--- config.mk ---
export PLATFORM = sky130hd
export DESIGN_NAME = timer8_event_divider_pwm
export DESIGN_NICKNAME = d
export VERILOG_FILES = /design/src/design/pin_sync3.v /design/src/design/timer8_channel.v /design/src/design/timer8_event_divider_pwm.v
export VERILOG_INCLUDE_DIRS = /design/src /design/src/design
export SDC_FILE = /design/constraint.sdc
export NUM_CORES = 1
export LEC_CHECK = 0
export BUFFER_PORTS_ARGS = -buffer_cell sky130_fd_sc_hd__clkbuf_2
export CAP_MARGIN = 20
export CORE_ASPECT_RATIO = 1.25
export CORE_MARGIN = 2
export CORE_UTILIZATION = 58
export CTS_CLUSTER_DIAMETER = 50
export DETAILED_ROUTE_END_ITERATION = 16
export PLACE_DENSITY = 0.92
export SYNTH_ARGS = -nofsm -noshare
export SYNTH_HDL_FRONTEND = slang
export SYNTH_SLANG_ARGS = --single-unit
--- constraint.sdc ---
create_clock -name core_clk -period 3.37 [get_ports core_clk]
set_input_delay 0.337 -clock core_clk [delete_from_list [all_inputs] [get_ports core_clk]]
set_output_delay 0.337 -clock core_clk [all_outputs]
set_load 0.01 [all_outputs]
--- src/design/timer8_defines.vh ---
`ifndef TIMER8_DEFINES_VH
`define TIMER8_DEFINES_VH

// ----------------------------------------------------------------------
// Register byte addresses
// ----------------------------------------------------------------------
`define CH0_CTRL_ADDR   8'h00
`define CH0_CMP_ADDR    8'h04
`define CH0_DUTY_ADDR   8'h08
`define CH0_COUNT_ADDR  8'h0C
`define CH1_CTRL_ADDR   8'h10
`define CH1_CMP_ADDR    8'h14
`define CH1_DUTY_ADDR   8'h18
`define CH1_COUNT_ADDR  8'h1C
`define CONFIG_ADDR     8'h20

// ----------------------------------------------------------------------
// Control register fields
// ----------------------------------------------------------------------
`define CTRL_FLOP_BIT   7
`define CTRL_CKSEL_MSB  6
`define CTRL_CKSEL_LSB  4
`define CTRL_RUN_BIT    3
`define CTRL_MODE_MSB   2
`define CTRL_MODE_LSB   0
`define CONFIG_SLOW_BIT 0

// ----------------------------------------------------------------------
// Modes and clock sources
// ----------------------------------------------------------------------
`define MODE_TIMER      3'h0
`define MODE_DIVIDER    3'h1
`define MODE_PWM        3'h2
`define CKSEL_DIV2K     3'h0
`define CKSEL_DIV128    3'h1
`define CKSEL_DIV32     3'h2
`define CKSEL_DIV8      3'h3
`define CKSEL_LOW       3'h4
`define CKSEL_DIV2      3'h5
`define CKSEL_FULL      3'h6
`define CKSEL_PIN       3'h7

// ----------------------------------------------------------------------
// Reset values and constants
// ----------------------------------------------------------------------
`define CTRL_RESET      8'h00
`define CMP_RESET       8'h00
`define DUTY_RESET      8'h00
`define CONFIG_RESET    8'h00
`define PWM_TOP         8'hFF
`define COUNT_ONE       8'h01
`define AXI_OKAY        2'h0
`define AXI_SLVERR      2'h2
`define WORD_ZERO       32'h0000_0000

`endif

--- src/design/pin_sync3.v ---
`timescale 1ns/1ns
module pin_sync3 (
  input  wire core_clk,
  input  wire resetn,
  input  wire pin,
  output reg  level_r
);
  reg s1_r;
  reg s2_r;
  reg s3_r;

  // A change is accepted only once the second and third stages agree.
  always @(posedge core_clk)
  begin
    if (!resetn)
    begin
      s1_r    <= 1'b0;
      s2_r    <= 1'b0;
      s3_r    <= 1'b0;
      level_r <= 1'b0;
    end
    else
    begin
      s1_r <= pin;
      s2_r <= s1_r;
      s3_r <= s2_r;
      if (s2_r == s3_r)
        level_r <= s3_r;
    end
  end
endmodule

--- src/design/timer8_channel.v ---
`timescale 1ns/1ns
`include "timer8_defines.vh"
module timer8_channel (
  input  wire       core_clk,
  input  wire       resetn,
  input  wire       tick,
  input  wire       event_level,
  input  wire [7:0] ctrl,
  input  wire       ctrl_wr,
  input  wire [7:0] ctrl_wdata,
  input  wire [7:0] cmp,
  input  wire       duty_wr,
  input  wire [7:0] duty_wdata,
  output reg  [7:0] count_r,
  output reg  [7:0] duty_act_r,
  output reg        match_r,
  output reg        div_pin_r,
  output reg        mod_pin_r
);
  reg        ff_r;
  reg  [7:0] shadow_r;
  reg        ev_prev_r;
  reg  [7:0] cnt_nxt;
  reg        ff_nxt;
  reg        match_nxt;
  reg  [7:0] shadow_nxt;
  reg  [7:0] duty_nxt;

  wire       run     = ctrl[`CTRL_RUN_BIT];
  wire [2:0] mode    = ctrl[`CTRL_MODE_MSB:`CTRL_MODE_LSB];
  wire [2:0] cksel   = ctrl[`CTRL_CKSEL_MSB:`CTRL_CKSEL_LSB];
  wire       ev_fall = ev_prev_r & ~event_level;
  wire [7:0] cnt_inc = count_r + `COUNT_ONE;

  always @*
  begin
    cnt_nxt    = count_r;
    ff_nxt     = ff_r;
    match_nxt  = 1'b0;
    shadow_nxt = shadow_r;
    duty_nxt   = duty_act_r;
    if (duty_wr)
    begin
      shadow_nxt = duty_wdata;
      if (!(run && mode == `MODE_PWM))
        duty_nxt = duty_wdata;
    end
    if (!run)
    begin
      // Stopped: the flop keeps its level until the level bit is rewritten.
      cnt_nxt = 8'h00;
      if (ctrl_wr)
        ff_nxt = ctrl_wdata[`CTRL_FLOP_BIT];
    end
    else
    begin
      case (mode)
        `MODE_DIVIDER:
        begin
          if (tick)
          begin
            if (cnt_inc == cmp)
            begin
              cnt_nxt   = 8'h00;
              ff_nxt    = ~ff_r;
              match_nxt = 1'b1;
            end
            else
              cnt_nxt = cnt_inc;
          end
        end
        `MODE_PWM:
        begin
          if (tick)
          begin
            if (count_r == `PWM_TOP)
            begin
              cnt_nxt   = 8'h00;
              ff_nxt    = ff_r ^ (count_r == duty_act_r) ^ 1'b1;
              match_nxt = 1'b1;
              duty_nxt  = shadow_nxt;
            end
            else
            begin
              cnt_nxt = cnt_inc;
              if (count_r == duty_act_r)
                ff_nxt = ~ff_r;
            end
          end
        end
        `MODE_TIMER:
        begin
          if (cksel == `CKSEL_PIN && ev_fall)
          begin
            if (cnt_inc == cmp)
            begin
              cnt_nxt   = 8'h00;
              match_nxt = 1'b1;
            end
            else
              cnt_nxt = cnt_inc;
          end
        end
        default:
        begin
          cnt_nxt = count_r;
        end
      endcase
    end
  end

  always @(posedge core_clk)
  begin
    if (!resetn)
    begin
      count_r    <= 8'h00;
      duty_act_r <= `DUTY_RESET;
      shadow_r   <= `DUTY_RESET;
      ff_r       <= 1'b0;
      match_r    <= 1'b0;
      div_pin_r  <= 1'b1;
      mod_pin_r  <= 1'b1;
      ev_prev_r  <= 1'b0;
    end
    else
    begin
      count_r    <= cnt_nxt;
      duty_act_r <= duty_nxt;
      shadow_r   <= shadow_nxt;
      ff_r       <= ff_nxt;
      match_r    <= match_nxt;
      div_pin_r  <= ~ff_nxt;
      mod_pin_r  <= ~ff_nxt;
      ev_prev_r  <= event_level;
    end
  end
endmodule

--- src/design/timer8_event_divider_pwm.v ---
// Behaviour
// - Event mode counts falling edges of input pin.
// - Event match raises interrupt, clears, keeps counting.
// - Event compare value is unbuffered, applies immediately.
// - Divider match toggles flop, clears, interrupts.
// - Divider pin is inverse flop; reset clears.
// - Divider output is square wave, fifty percent.
// - Divider compare value is unbuffered, applies immediately.
// - Stopped counter holds pin until level rewritten.
// - Control bit three runs, bit seven level.
// - Control codes select divide-by-128 divider, start.
// - PWM counts internal clock, eight-bit duty.
// - PWM toggles on duty match and overflow.
// - Modulated pin drives inverse of flop.
// - Reset clears flop in PWM mode.
// - Running duty writes load at period end.
// - Duty read returns effective value until period.
`timescale 1ns/1ns
`include "timer8_defines.vh"
module timer8_event_divider_pwm (
  input  wire        core_clk,
  input  wire        resetn,
  input  wire [7:0]  s_axi_awaddr,
  input  wire        s_axi_awvalid,
  output wire        s_axi_awready,
  input  wire [31:0] s_axi_wdata,
  input  wire [3:0]  s_axi_wstrb,
  input  wire        s_axi_wvalid,
  output wire        s_axi_wready,
  output wire [1:0]  s_axi_bresp,
  output wire        s_axi_bvalid,
  input  wire        s_axi_bready,
  input  wire [7:0]  s_axi_araddr,
  input  wire        s_axi_arvalid,
  output wire        s_axi_arready,
  output wire [31:0] s_axi_rdata,
  output wire [1:0]  s_axi_rresp,
  output wire        s_axi_rvalid,
  input  wire        s_axi_rready,
  input  wire        event_input_pin_0,
  input  wire        event_input_pin_1,
  input  wire        low_freq_clock,
  output wire        divider_output_pin_0,
  output wire        divider_output_pin_1,
  output wire        modulated_output_pin_0,
  output wire        modulated_output_pin_1,
  output wire        match_interrupt_0,
  output wire        match_interrupt_1
);

  // --------------------------------------------------------------------
  // Functions
  // --------------------------------------------------------------------
  function hit;
    input [7:0] a;
    input [7:0] target;
    begin
      hit = (a[7:2] == target[7:2]);
    end
  endfunction

  function mapped;
    input [7:0] a;
    begin
      mapped = (a[7:6] == 2'h0) && (!a[5] || hit(a, `CONFIG_ADDR));
    end
  endfunction

  // Selects the count tick for a channel from the shared prescaler or the low-frequency clock.
  function sel_tick;
    input [2:0]  sel;
    input [10:0] pre;
    input        fs_t;
    input        fs8_t;
    input        slow;
    begin
      case (sel)
        `CKSEL_DIV2K:  sel_tick = slow ? fs8_t : (&pre[10:0]);
        `CKSEL_DIV128: sel_tick = &pre[6:0];
        `CKSEL_DIV32:  sel_tick = &pre[4:0];
        `CKSEL_DIV8:   sel_tick = &pre[2:0];
        `CKSEL_LOW:    sel_tick = fs_t;
        `CKSEL_DIV2:   sel_tick = pre[0];
        `CKSEL_FULL:   sel_tick = 1'b1;
        default:       sel_tick = 1'b0;
      endcase
    end
  endfunction

  // --------------------------------------------------------------------
  // Bus slave state
  // --------------------------------------------------------------------
  reg        awready_r;
  reg        wready_r;
  reg        bvalid_r;
  reg [1:0]  bresp_r;
  reg        arready_r;
  reg        rvalid_r;
  reg [31:0] rdata_r;
  reg [1:0]  rresp_r;
  reg [7:0]  aw_addr_r;
  reg        aw_held_r;
  reg [7:0]  w_data_r;
  reg        w_strb_r;
  reg        w_held_r;

  // --------------------------------------------------------------------
  // Registers
  // --------------------------------------------------------------------
  reg [7:0]  ctrl0_r;
  reg [7:0]  ctrl1_r;
  reg [7:0]  cmp0_r;
  reg [7:0]  cmp1_r;
  reg [7:0]  config_r;
  reg [10:0] pre_r;
  reg [2:0]  fs_div_r;
  reg        fs_prev_r;
  reg [31:0] rd_word;

  wire [7:0] count0;
  wire [7:0] count1;
  wire [7:0] duty0;
  wire [7:0] duty1;
  wire       ev_level0;
  wire       ev_level1;
  wire       fs_level;

  wire wr_en   = aw_held_r && w_held_r && !bvalid_r;
  wire wr_ok   = wr_en && mapped(aw_addr_r) && w_strb_r;
  wire wr_ctl0 = wr_ok && hit(aw_addr_r, `CH0_CTRL_ADDR);
  wire wr_ctl1 = wr_ok && hit(aw_addr_r, `CH1_CTRL_ADDR);
  wire wr_dut0 = wr_ok && hit(aw_addr_r, `CH0_DUTY_ADDR);
  wire wr_dut1 = wr_ok && hit(aw_addr_r, `CH1_DUTY_ADDR);
  wire slow    = config_r[`CONFIG_SLOW_BIT];
  wire fs_tick = fs_level && !fs_prev_r;
  wire fs8     = fs_tick && (&fs_div_r);
  wire tick0   = sel_tick(ctrl0_r[`CTRL_CKSEL_MSB:`CTRL_CKSEL_LSB], pre_r, fs_tick, fs8, slow);
  wire tick1   = sel_tick(ctrl1_r[`CTRL_CKSEL_MSB:`CTRL_CKSEL_LSB], pre_r, fs_tick, fs8, slow);

  assign s_axi_awready = awready_r;
  assign s_axi_wready  = wready_r;
  assign s_axi_bvalid  = bvalid_r;
  assign s_axi_bresp   = bresp_r;
  assign s_axi_arready = arready_r;
  assign s_axi_rvalid  = rvalid_r;
  assign s_axi_rdata   = rdata_r;
  assign s_axi_rresp   = rresp_r;

  // --------------------------------------------------------------------
  // Write path
  // --------------------------------------------------------------------
  // Address and data are latched independently, so either may come first.
  always @(posedge core_clk)
  begin
    if (!resetn)
    begin
      awready_r <= 1'b1;
      wready_r  <= 1'b1;
      bvalid_r  <= 1'b0;
      bresp_r   <= `AXI_OKAY;
      aw_addr_r <= 8'h00;
      aw_held_r <= 1'b0;
      w_data_r  <= 8'h00;
      w_strb_r  <= 1'b0;
      w_held_r  <= 1'b0;
    end
    else
    begin
      if (awready_r && s_axi_awvalid)
      begin
        aw_addr_r <= s_axi_awaddr;
        aw_held_r <= 1'b1;
        awready_r <= 1'b0;
      end
      if (wready_r && s_axi_wvalid)
      begin
        w_data_r <= s_axi_wdata[7:0];
        w_strb_r <= s_axi_wstrb[0];
        w_held_r <= 1'b1;
        wready_r <= 1'b0;
      end
      if (wr_en)
      begin
        bvalid_r  <= 1'b1;
        bresp_r   <= mapped(aw_addr_r) ? `AXI_OKAY : `AXI_SLVERR;
        aw_held_r <= 1'b0;
        w_held_r  <= 1'b0;
      end
      if (bvalid_r && s_axi_bready)
      begin
        bvalid_r  <= 1'b0;
        awready_r <= 1'b1;
        wready_r  <= 1'b1;
      end
    end
  end

  // Compare values are not buffered; a write acts on the next count.
  always @(posedge core_clk)
  begin
    if (!resetn)
    begin
      ctrl0_r  <= `CTRL_RESET;
      ctrl1_r  <= `CTRL_RESET;
      cmp0_r   <= `CMP_RESET;
      cmp1_r   <= `CMP_RESET;
      config_r <= `CONFIG_RESET;
    end
    else
    begin
      if (wr_ctl0)
        ctrl0_r <= w_data_r;
      if (wr_ctl1)
        ctrl1_r <= w_data_r;
      if (wr_ok && hit(aw_addr_r, `CH0_CMP_ADDR))
        cmp0_r <= w_data_r;
      if (wr_ok && hit(aw_addr_r, `CH1_CMP_ADDR))
        cmp1_r <= w_data_r;
      if (wr_ok && hit(aw_addr_r, `CONFIG_ADDR))
        config_r <= w_data_r;
    end
  end

  // --------------------------------------------------------------------
  // Read path
  // --------------------------------------------------------------------
  always @*
  begin
    rd_word = `WORD_ZERO;
    if (hit(s_axi_araddr, `CH0_CTRL_ADDR))
      rd_word = {24'h00_0000, ctrl0_r};
    else if (hit(s_axi_araddr, `CH0_CMP_ADDR))
      rd_word = {24'h00_0000, cmp0_r};
    else if (hit(s_axi_araddr, `CH0_DUTY_ADDR))
      rd_word = {24'h00_0000, duty0};
    else if (hit(s_axi_araddr, `CH0_COUNT_ADDR))
      rd_word = {24'h00_0000, count0};
    else if (hit(s_axi_araddr, `CH1_CTRL_ADDR))
      rd_word = {24'h00_0000, ctrl1_r};
    else if (hit(s_axi_araddr, `CH1_CMP_ADDR))
      rd_word = {24'h00_0000, cmp1_r};
    else if (hit(s_axi_araddr, `CH1_DUTY_ADDR))
      rd_word = {24'h00_0000, duty1};
    else if (hit(s_axi_araddr, `CH1_COUNT_ADDR))
      rd_word = {24'h00_0000, count1};
    else if (hit(s_axi_araddr, `CONFIG_ADDR))
      rd_word = {24'h00_0000, config_r};
  end

  always @(posedge core_clk)
  begin
    if (!resetn)
    begin
      arready_r <= 1'b1;
      rvalid_r  <= 1'b0;
      rdata_r   <= `WORD_ZERO;
      rresp_r   <= `AXI_OKAY;
    end
    else
    begin
      if (arready_r && s_axi_arvalid)
      begin
        rdata_r   <= rd_word;
        rresp_r   <= mapped(s_axi_araddr) ? `AXI_OKAY : `AXI_SLVERR;
        rvalid_r  <= 1'b1;
        arready_r <= 1'b0;
      end
      if (rvalid_r && s_axi_rready)
      begin
        rvalid_r  <= 1'b0;
        arready_r <= 1'b1;
      end
    end
  end

  // --------------------------------------------------------------------
  // Prescaler
  // --------------------------------------------------------------------
  // One free-running divider serves both channels, so their ticks align.
  always @(posedge core_clk)
  begin
    if (!resetn)
    begin
      pre_r     <= 11'h000;
      fs_div_r  <= 3'h0;
      fs_prev_r <= 1'b0;
    end
    else
    begin
      pre_r     <= pre_r + 11'h001;
      fs_prev_r <= fs_level;
      if (fs_tick)
        fs_div_r <= fs_div_r + 3'h1;
    end
  end

  // --------------------------------------------------------------------
  // Pin synchronisers
  // --------------------------------------------------------------------
  // Pulses shorter than a few core cycles are lost here by design.
  pin_sync3 sync_ev0 (
    .core_clk (core_clk),
    .resetn   (resetn),
    .pin      (event_input_pin_0),
    .level_r  (ev_level0)
  );

  pin_sync3 sync_ev1 (
    .core_clk (core_clk),
    .resetn   (resetn),
    .pin      (event_input_pin_1),
    .level_r  (ev_level1)
  );

  pin_sync3 sync_fs (
    .core_clk (core_clk),
    .resetn   (resetn),
    .pin      (low_freq_clock),
    .level_r  (fs_level)
  );

  // --------------------------------------------------------------------
  // Channels
  // --------------------------------------------------------------------
  timer8_channel chan0 (
    .core_clk    (core_clk),
    .resetn      (resetn),
    .tick        (tick0),
    .event_level (ev_level0),
    .ctrl        (ctrl0_r),
    .ctrl_wr     (wr_ctl0),
    .ctrl_wdata  (w_data_r),
    .cmp         (cmp0_r),
    .duty_wr     (wr_dut0),
    .duty_wdata  (w_data_r),
    .count_r     (count0),
    .duty_act_r  (duty0),
    .match_r     (match_interrupt_0),
    .div_pin_r   (divider_output_pin_0),
    .mod_pin_r   (modulated_output_pin_0)
  );

  timer8_channel chan1 (
    .core_clk    (core_clk),
    .resetn      (resetn),
    .tick        (tick1),
    .event_level (ev_level1),
    .ctrl        (ctrl1_r),
    .ctrl_wr     (wr_ctl1),
    .ctrl_wdata  (w_data_r),
    .cmp         (cmp1_r),
    .duty_wr     (wr_dut1),
    .duty_wdata  (w_data_r),
    .count_r     (count1),
    .duty_act_r  (duty1),
    .match_r     (match_interrupt_1),
    .div_pin_r   (divider_output_pin_1),
    .mod_pin_r   (modulated_output_pin_1)
  );

endmodule

==> results.md, run 1 <==
* Reg with most FFs: pre_r
* Endpoint type of the worst setup path: flop
* Initial DRC Count at 856
* Slew Limit Fails at 0
* Starting Density at 59.1%
* Yosys warns at 0
* Met3 wire len at 1540 um
* Vias in the first global route at 6,815
* Initial antenna violation count at 0
* Placed wire-length estimate at 14,000 um
* Setup TNS at 0 ns
* Top cell type's share of synthesized area at 38.0%
* PwrDens at 459 nW/um^2
* Syn Inst Count at 1,017
* Dpl ws at 0.524 ns
* Final Hold Viols at 0
* Crit Path Max Fanout at 8
* Total gr overflow at 0
* RSZ-0062 raised after global routing: no
* Worst endpoint required time at 3.69 ns
* N_diodes at 0
* CTS Buf Count at 17
* Peak VDD IR at 0.385 mV
* Final WS setup at 0.297 ns
* Sink Count at 155
* Max_cap viols at 0
* Min Tclk post-route at 3.07 ns
* Critical Path Start: pre_r[0]
* GRT Util Overall at 27.8%
* Met2 WL at 9990 um
* Root Buffer: clkbuf_16
* Die width at 110 um
* Area contributors post-synth: dfxtp_1, nand2_1, a21boi_0, a21oi_1, o21ai_0
* Max Freq at 0.325 GHz
* FP Rows at 48
* Core Region at 13,800 sq um
* Final nets at 1,091
* Synth Register Bits at 155
* Post-CTS Setup Inserts at 0
* Die height at 137 um
* DR vias at 7,534
* Post-Synthesis Cell Area at 8170 sq um
* Sequential area share after synthesis at 38.0%
* CTS tree: done
* Final instance area at 8920 sq um
* Number of synthesized flops with an enable pin at 0
* Worst hold path startpoint: event_input_pin_1
* Input/output buffers at 51
* Largest register FFs at 11
* Ys async rst share at 0%
* First-pass GRT wire length at 33,100 um
* Top routing layer used: met4
* Layout Skew at 0.00999 ns
* Gpl congestion at 0.952
* Synth unique cells at 76
* Period utilization at 91.2%
* Fillcell total at 1,053
* CP Launch Type: flop
* Post-detailed-route DRC marker count at 0
* P_leak at 0.00338 uW
* Critical path class: reg -> reg
* CTS clock-pin slew for the worst setup and hold paths at 0.07 ns
* Die Area at 15,100 sq um
* Pin count of the biggest net entering global routing at 69
* Worst rel slew slack at 40.9%
* Io pins at 109
* H-tree Lvls at 4
* Top FF cell, synth: dfxtp_1
* CTS-repair resized insts at 0
* DRT met1 WL at 8040 um
* CP arrival at 3.39 ns
* Worst Max-Slew Pin Slew at 0.875 ns
* Clk_lat worst skew at 0.42 ns
* Mapped Avg Cell Area at 8.03 sq um
* Status: completed
* Worst r2r src: pre_r[0]
* Largest area contributor in the netlist: dfxtp_1
* Share of layout cells above drive strength 1 at 10.8%
* Placed instance area at 8300 sq um
* Final WL at 20,600 um
* Routed Antenna Nets at 0
* Wire per inst at 17.0 um
* Vias/cell at 6.23
* Detailed Routing Iterations Pass 1 at 8
* Cts-stage hold buffer count at 0
* Hold crit path type: in -> reg
* Final setup vio count at 0
* Clock Tree Buf Depth at 2
* P&R area growth vs syn at 9.16%
## through the flow
step           hold slack [ns]  util [%]  power, uW  instances
6_report                 0.118      64.5       4090       1210
5_1_grt                  0.128      64.5       4180       1210
4_1_cts                  0.119      64.5       4080       1210
3_5_place_dp             0.427      60.1       2140       1178
3_3_place_gp             0.418      60.1       2130       1178
2_1_floorplan            0.412         -       2090       1042
## kinds of logic (layout without fill, tap and decap cells)
kind of cell	Yosys count	in the layout	synth area share, %
AO/OA/AOI/OAI	271	271	22.3
XOR/XNOR	43	43	4.61
flip-flops	155	155	38.0
adder cells (fa/ha/maj)	7	7	1.07
buffers and inverters	130	123	7.69
multiplexers	16	16	2.01
AND/OR/NAND/NOR	394	394	24.2
other	1	26	0.0459
## final timing paths
kind / end / slack [ns] / cells after the start
worst max-delay path: chan1.count_r[7] / 0.30 / 8
worst min register to register: sync_ev0.s2_r / 0.44 / 1
worst min-delay path: sync_ev1.s1_r / 0.12 / 2
worst max register to register: chan1.count_r[7] / 0.30 / 8
## synth_stat cells, types with 8 or more instances
cell type / number
and2_1: 30
o22ai_1: 19
mux2i_1: 13
nor3_1: 11
nand3_1: 43
and3_1: 12
clkbuf_1: 57
xor2_1: 18
xnor2_1: 25
nand2_1: 155
dfxtp_1: 155
nand2b_1: 13
o21ai_0: 48
a211oi_1: 12
nor2_1: 49
buf_2: 9
buf_4: 28
a21boi_0: 66
a21oi_1: 66
nand4_1: 8
inv_1: 29
nor2b_1: 29
o221ai_1: 8
## critical path, stage by stage (launching register included)
cell	delay, ns
dfxtp_1	0.38
ha_1	0.26
nand4_1	0.24
nor4_1	0.11
o31ai_1	0.61
nand2_1	0.36
a21oi_1	0.57
nor3_1	0.09
a221o_1	0.35
## report_power, final
part | internal, uW | leakage, uW | switching [uW]
clock network | 1210 | 0.000300 | 777
registers | 1860 | 0.00126 | 45.6
logic | 75.7 | 0.00183 | 118
total | 3150 | 0.00338 | 941
## final cells by class
class                   instances  area [sq um]  area share [%]
clock buffers                  19           453            5.08
inverters                      29           109            1.22
well taps                     175           219            2.46
multi-input cells             757          4530            50.8
repair buffers                 62           338            3.79
clock inverters                13           164            1.84
flip-flops and latches        155          3100            34.8
## metal layers
layer  up-vias  track usage (%)
met5         -                0
met4         0             14.0
met3        98             3.33
met2       411             46.9
met1      3509             34.6
li1       3516                -
## cells in the final DEF (no fill, tap or decap), types with 4 or more instances in the layout
cell / netlist / layout
and3_1: 12 / 12
a21oi_1: 66 / 66
a21o_1: 4 / 4
o22ai_1: 19 / 19
or3_1: 6 / 6
and2_1: 30 / 30
dfxtp_1: 155 / 155
a22oi_1: 5 / 5
clkbuf_2: 1 / 50
nor2_1: 49 / 49
o31ai_1: 4 / 4
mux2i_1: 13 / 13
nand2b_1: 13 / 13
nand2_1: 155 / 155
ha_1: 7 / 7
nand4_1: 8 / 8
buf_4: 28 / 11
o211ai_1: 4 / 4
xnor2_1: 25 / 25
a22o_1: 4 / 4
nand3b_1: 5 / 5
inv_1: 29 / 29
nand3_1: 43 / 43
o221ai_1: 8 / 8
a211oi_1: 12 / 12
nor4_1: 6 / 6
clkbuf_16: 0 / 17
a21boi_0: 66 / 66
nor3_1: 11 / 11
conb_1: 1 / 26
o21ai_0: 48 / 48
nor2b_1: 29 / 29
xor2_1: 18 / 18
(Power assumes the default switching activity.)
==> inputs of run 2 (changes only) <==
--- a/config.mk
+++ b/config.mk
@@ -13,7 +13,8 @@
 export CORE_UTILIZATION = 58
 export CTS_CLUSTER_DIAMETER = 50
 export DETAILED_ROUTE_END_ITERATION = 16
-export PLACE_DENSITY = 0.92
+export PLACE_DENSITY = 0.91
+export SKIP_CTS_REPAIR_TIMING = 1
 export SYNTH_ARGS = -nofsm -noshare
 export SYNTH_HDL_FRONTEND = slang
 export SYNTH_SLANG_ARGS = --single-unit
==> run 2 against run 1 <==
Flip-flop and latch count did not move. Non-clock buffer count rose by 1. Clock power barely moved. Via count fell by 1.2%. Final area did not move. Register-to-register slack improved by 0.11 ns. Combinational power barely moved. First-iteration DRC count fell by 14%. Setup slack improved by 0.11 ns. Largest cell class unchanged.
==> results.md, run 2 (synthesized netlist as in run 1, its figures left out) <==
* CTS clock-pin slew for the worst setup and hold paths at 0.06 ns (about the same)
* Cell chain of the critical path: ha_1 -> and3_1 -> nand3_1 -> xnor2_1 -> a2111oi_4 -> nand2_1 -> or3b_1 -> o22ai_1
* DR vias at 7,440 (-1.2%)
* Fillcell total at 1,043 (-0.95%)
* CP max stage cell: a2111oi_4
* Layout Skew at 0.00990 ns (-0.0000869 ns)
* Final Hold Viols at 0 (unchanged)
* Total gr overflow at 0 (unchanged)
* Crit Path Max Fanout at 8 (unchanged)
* Placed wire-length estimate at 14,200 um (+1.2%)
* Dpl ws at 0.520 ns (-0.00379 ns)
* Setup TNS at 0 ns (unchanged)
* Core Region at 13,800 sq um (unchanged)
* Slowest stage delay, CP at 0.60 ns (about the same)
* Initial antenna violation count at 0 (unchanged)
* RSZ-0062 raised after global routing: no
* Worst rel slew slack at 44.3% (+3.5 points)
* Final core occ at 64.5% (unchanged)
* Placed instance area at 8310 sq um (+0.12%)
* Gpl congestion at 0.954 (+0.22%)
* N_diodes at 0 (unchanged)
* First-pass GRT wire length at 33,800 um (+2.3%)
* CP arrival at 3.28 ns (-0.11 ns)
* Input/output buffers at 51 (unchanged)
* Starting Density at 59.1% (unchanged)
* Clk_lat worst skew at 0.43 ns (about the same)
* Hold crit path type: in -> reg
* Share of layout cells above drive strength 1 at 10.7% (-0.086 points)
* Wire per inst at 17.3 um (+1.8%)
* Final WS setup at 0.409 ns (+0.112 ns)
* Clock share of power at 48.4% (-0.2 points)
* P&R area growth vs syn at 9.16% (unchanged)
* Critical path class: reg -> reg
* Routed Antenna Nets at 0 (unchanged)
* Reg with most FFs: pre_r
* Peak VDD IR at 0.329 mV (-15%)
* Initial DRC Count at 736 (-14%)
* CP Launch Type: flop
* Vias in the first global route at 6,917 (+1.5%)
* P_int at 3160 uW (+0.24%)
* Detailed Routing Iterations Pass 1 at 6 (-2)
* Die width at 110 um (unchanged)
* Vias/cell at 6.15 (-1.2%)
* Post-detailed-route DRC marker count at 0 (unchanged)
* PwrDens at 457 nW/um^2 (-0.39%)
* Final instance area at 8920 sq um (unchanged)
* Max_cap viols at 0 (unchanged)
* Power share of the combinational group at 4.8% (about the same)
* Most frequent cells in the layout: nand2_1, dfxtp_1, a21oi_1, a21boi_0, clkbuf_2
* Die height at 137 um (unchanged)
* Final setup vio count at 0 (unchanged)
* Io pins at 109 (unchanged)
* GRT Util Overall at 28.6% (+0.84 points)
* Final WL at 21,000 um (+1.7%)
* Largest register FFs at 11 (unchanged)
* Root Buffer: clkbuf_16
* Critical Path Start: chan0.count_r[0]
* Net Sw Frac at 22.5% (-0.49 points)
* Multi-input logic area at 4530 sq um (unchanged)
* Worst endpoint required time at 3.69 ns (about the same)
* H-tree Lvls at 4 (unchanged)
* Max Freq at 0.338 GHz (+3.8%)
* Final hold slack at 0.111 ns (-0.00678 ns)
* Die Area at 15,100 sq um (unchanged)
* CTS Buf Count at 17 (unchanged)
* Min Tclk post-route at 2.96 ns (-0.112 ns)
* FP Rows at 48 (unchanged)
* Endpoint type of the worst setup path: flop
* Pin count of the biggest net entering global routing at 74 (+7.2%)
* Flop pwr share at 46.9% (+0.2 points)
* Slew Limit Fails at 0 (unchanged)
* Worst Max-Slew Pin Slew at 0.826 ns (-0.0488 ns)
* Sink Count at 155 (unchanged)
* Worst hold path startpoint: event_input_pin_1
* Reg area at 3100 sq um (unchanged)
* P_leak at 0.00338 uW (about the same)
* Sw power at 917 uW (-2.5%)
* Status: completed
* Worst r2r src: chan0.count_r[0]
* CTS tree: done
* Final nets at 1,092 (+0.092%)
* Clock Tree Buf Depth at 2 (unchanged)
* Period utilization at 87.9% (-3.3 points)
run 2: cell types whose count changed in the layout (fill, tap and decap cells not counted):
cell	change
clkbuf_8	+1
clkinvlp_4	+1
clkinv_2	-1
clkinv_4	-2
buf_4	+2
buf_2	-1
inv_6	-1
run 2: final cells by class:
| cell class | count | share of cell area, % |
|---|---|---|
| clock inverter | 10 | 1.57 |
| clock buffer | 20 | 5.23 |
| timing repair buffer | 63 | 3.90 |
| sequential | 155 | 34.8 |
| multi-input combinational | 757 | 50.8 |
| inverter | 29 | 1.22 |
| tap | 175 | 2.46 |
run 2: power by group through the flow:
stage                     clock, uW  sequential [uW]  combinational (uW)
after global routing           2050             1910                 217
after CTS                      1970             1910                 192
after global placement            0             1950                 185
final                          1970             1910                 194
after floorplan                   0             1930                 163
after detailed placement          0             1950                 189
run 2: layer usage:
metal / wire (um) / GRT usage, %
met1: 8100 / 34.5
met2: 10100 / 46.7
met3: 1630 / 6.10
met4: 1160 / 16.6
met5: 0 / 0
run 2: worst max-delay path, delay by kind of cell, from the launching register on:
family                     cells  cell delay [ns]
and+or+nand+nor                4             1.03
AOI/OAI and AO/OA              2             0.72
DFF                            1             0.55
adders and majority gates      1             0.33
xor gates and xnor gates       1             0.23
run 2: worst paths after layout:
check	endpoint	cells after the start	slack, ns
min reg2reg	sync_ev0.s2_r	1	0.43
max reg2reg	chan0.count_r[7]	8	0.41
max	chan0.count_r[7]	8	0.41
min	sync_ev1.s1_r	2	0.11
run 2: stage by stage:
step,total power [uW],cells
6_report,4070,1209
5_1_grt,4180,1209
4_1_cts,4070,1209
3_5_place_dp,2140,1179
3_3_place_gp,2130,1179
2_1_floorplan,2090,1042
==> inputs of run 3 (changes only) <==
--- a/config.mk
+++ b/config.mk
@@ -13,6 +13,7 @@
 export CORE_UTILIZATION = 58
 export CTS_CLUSTER_DIAMETER = 50
 export DETAILED_ROUTE_END_ITERATION = 16
+export HOLD_SLACK_MARGIN = 0.15
 export PLACE_DENSITY = 0.91
 export SKIP_CTS_REPAIR_TIMING = 1
 export SYNTH_ARGS = -nofsm -noshare
==> run 3 against run 2 <==
Critical path depth did not move. Worst hold slack improved by 0.029 ns. Count of clock-buffer cells in the layout did not move. Via count rose by 0.24%. Final area rose by 0.45%. Fmax barely moved. First-iteration DRC count rose by 1.6%. Wire length rose by 0.35%. Clock skew barely moved. Highest routed layer unchanged. Setup slack improved by 0.0019 ns. Register-to-register slack barely moved. Clock power barely moved.
==> results.md, run 3 (synthesized netlist as in run 1, its figures left out) <==
* Die height at 137 um (unchanged)
* Final WL at 21,000 um (+0.35%)
* CTS Buf Count at 17 (unchanged)
* Final setup vio count at 0 (unchanged)
* P&R area growth vs syn at 9.65%
* Min Tclk post-route at 2.96 ns (-0.00189 ns)
* Gpl congestion at 0.954 (unchanged)
* Initial antenna violation count at 0 (unchanged)
* Slowest stage delay, CP at 0.60 ns (about the same)
* Max_cap viols at 0 (unchanged)
* Initial DRC Count at 748 (+1.6%)
* Io pins at 109 (unchanged)
* Setup TNS at 0 ns (unchanged)
* Peak VDD IR at 0.330 mV (+0.33%)
* Largest register FFs at 11 (unchanged)
* Min-Delay Path Depth at 3 (+1)
* Routed Antenna Nets at 0 (unchanged)
* H-tree Lvls at 4 (unchanged)
* DR vias at 7,458 (+0.24%)
* CP Launch Type: flop
* GRT Util Overall at 28.6% (unchanged)
* Fillcell total at 1,039 (-0.38%)
* Dpl ws at 0.520 ns (unchanged)
* Die Area at 15,100 sq um (unchanged)
* Critical path class: reg -> reg
* Final Hold Viols at 0 (unchanged)
* Input/output buffers at 51 (unchanged)
* Total gr overflow at 0 (unchanged)
* CTS clock-pin slew for the worst setup and hold paths at 0.06 ns (about the same)
* Vias in the first global route at 6,917 (unchanged)
* Clk_lat worst skew at 0.43 ns (about the same)
* Pin count of the biggest net entering global routing at 74 (unchanged)
* Die width at 110 um (unchanged)
* Final WS setup at 0.411 ns (+0.00189 ns)
* RSZ-0062 raised after global routing: no
* P_leak at 0.00340 uW (+0.49%)
* Core Region at 13,800 sq um (unchanged)
* FP Rows at 48 (unchanged)
* CTS tree: done
* Layout Skew at 0.00962 ns (-0.000278 ns)
* Worst Max-Slew Pin Slew at 0.798 ns (-0.0283 ns)
* Period utilization at 87.8% (about the same)
* Slew Limit Fails at 0 (unchanged)
* Share of layout cells above drive strength 1 at 10.7% (-0.041 points)
* Crit Path Max Fanout at 8 (unchanged)
* Post-detailed-route DRC marker count at 0 (unchanged)
* Hold crit path type: in -> reg
* Worst rel slew slack at 46.2% (+1.9 points)
* Root Buffer: clkbuf_16
* Starting Density at 59.1% (unchanged)
* Wire per inst at 17.3 um (about the same)
* Placed wire-length estimate at 14,200 um (unchanged)
* Worst endpoint required time at 3.69 ns (about the same)
* Reg with most FFs: pre_r
* Most frequent cells in the layout: nand2_1, dfxtp_1, a21oi_1, a21boi_0, clkbuf_2
* First-pass GRT wire length at 33,800 um (unchanged)
* PwrDens at 456 nW/um^2 (-0.30%)
* Status: completed
* CP max stage cell: a2111oi_4
* Sink Count at 155 (unchanged)
* Clock Tree Buf Depth at 2 (unchanged)
* Vias/cell at 6.15 (about the same)
* R2R setup slack at 0.41 ns (about the same)
* Detailed Routing Iterations Pass 1 at 5 (-1)
* Max Freq at 0.338 GHz (about the same)
* Final nets at 1,096 (+0.37%)
* CP arrival at 3.28 ns (about the same)
* Cell chain of the critical path: ha_1 -> and3_1 -> nand3_1 -> xnor2_1 -> a2111oi_4 -> nand2_1 -> or3b_1 -> o22ai_1
* Endpoint type of the worst setup path: flop
* R2r worst-path depth at 8 (unchanged)
* N_diodes at 0 (unchanged)
==> run 3: changes by cell type in the layout (fill, tap and decap cells not counted) <==
cell | before | now
dlygate4sd3_1 | 0 | 4
==> run 3: path summary, 6_finish.rpt <==
check                endpoint        startpoint
max          chan0.count_r[7]  chan0.count_r[0]
min               w_data_r[7]    s_axi_wdata[7]
max reg2reg  chan0.count_r[7]  chan0.count_r[0]
min reg2reg     sync_ev0.s2_r     sync_ev0.s1_r
==> run 3: cell type report <==
type                    count  area, sq um  share of cell area [%]
well taps                 175          219                    2.44
inverters                  29          109                    1.22
multi-input cells         757         4530                    50.6
clock buffers              20          467                    5.21
flip-flops and latches    155         3100                    34.6
clock inverters            10          140                    1.56
repair buffers             67          388                    4.33
==> run 3: critical path: cells and delay by family (launching register included) <==
family / cells / cell delay [ns]
AND/OR/NAND/NOR: 4 / 1.02
AO/OA/AOI/OAI: 2 / 0.72
flip-flops: 1 / 0.55
adder cells (fa/ha/maj): 1 / 0.32
XOR/XNOR: 1 / 0.23
==> run 3: metrics by stage <==
step	area, sq um	hold slack [ns]	cells	util [%]	total power [uW]
final	8960	0.140	1213	64.8	4080
after global routing	8960	0.157	1213	64.8	4190
after CTS	8920	0.110	1209	64.5	4070
after detailed placement	8310	0.419	1179	60.2	2140
after global placement	8310	0.418	1179	60.2	2130
after floorplan	8260	0.412	1042	-	2090
==> run 3: report_power, final <==
group / internal, uW / switching (uW) / total [uW]
registers: 1860 / 45.5 / 1910
clock network: 1220 / 756 / 1970
logic: 79.1 / 119 / 198
==> run 3: metal layers <==
layer / global-route usage [%] / part of all wire, % / vias up
met2: 46.7 / 48 / 389
li1: - / - / 3515
met1: 34.5 / 40 / 3450
met5: 0 / 0 / -
met3: 6.10 / 7.3 / 104
met4: 16.6 / 5.5 / 0
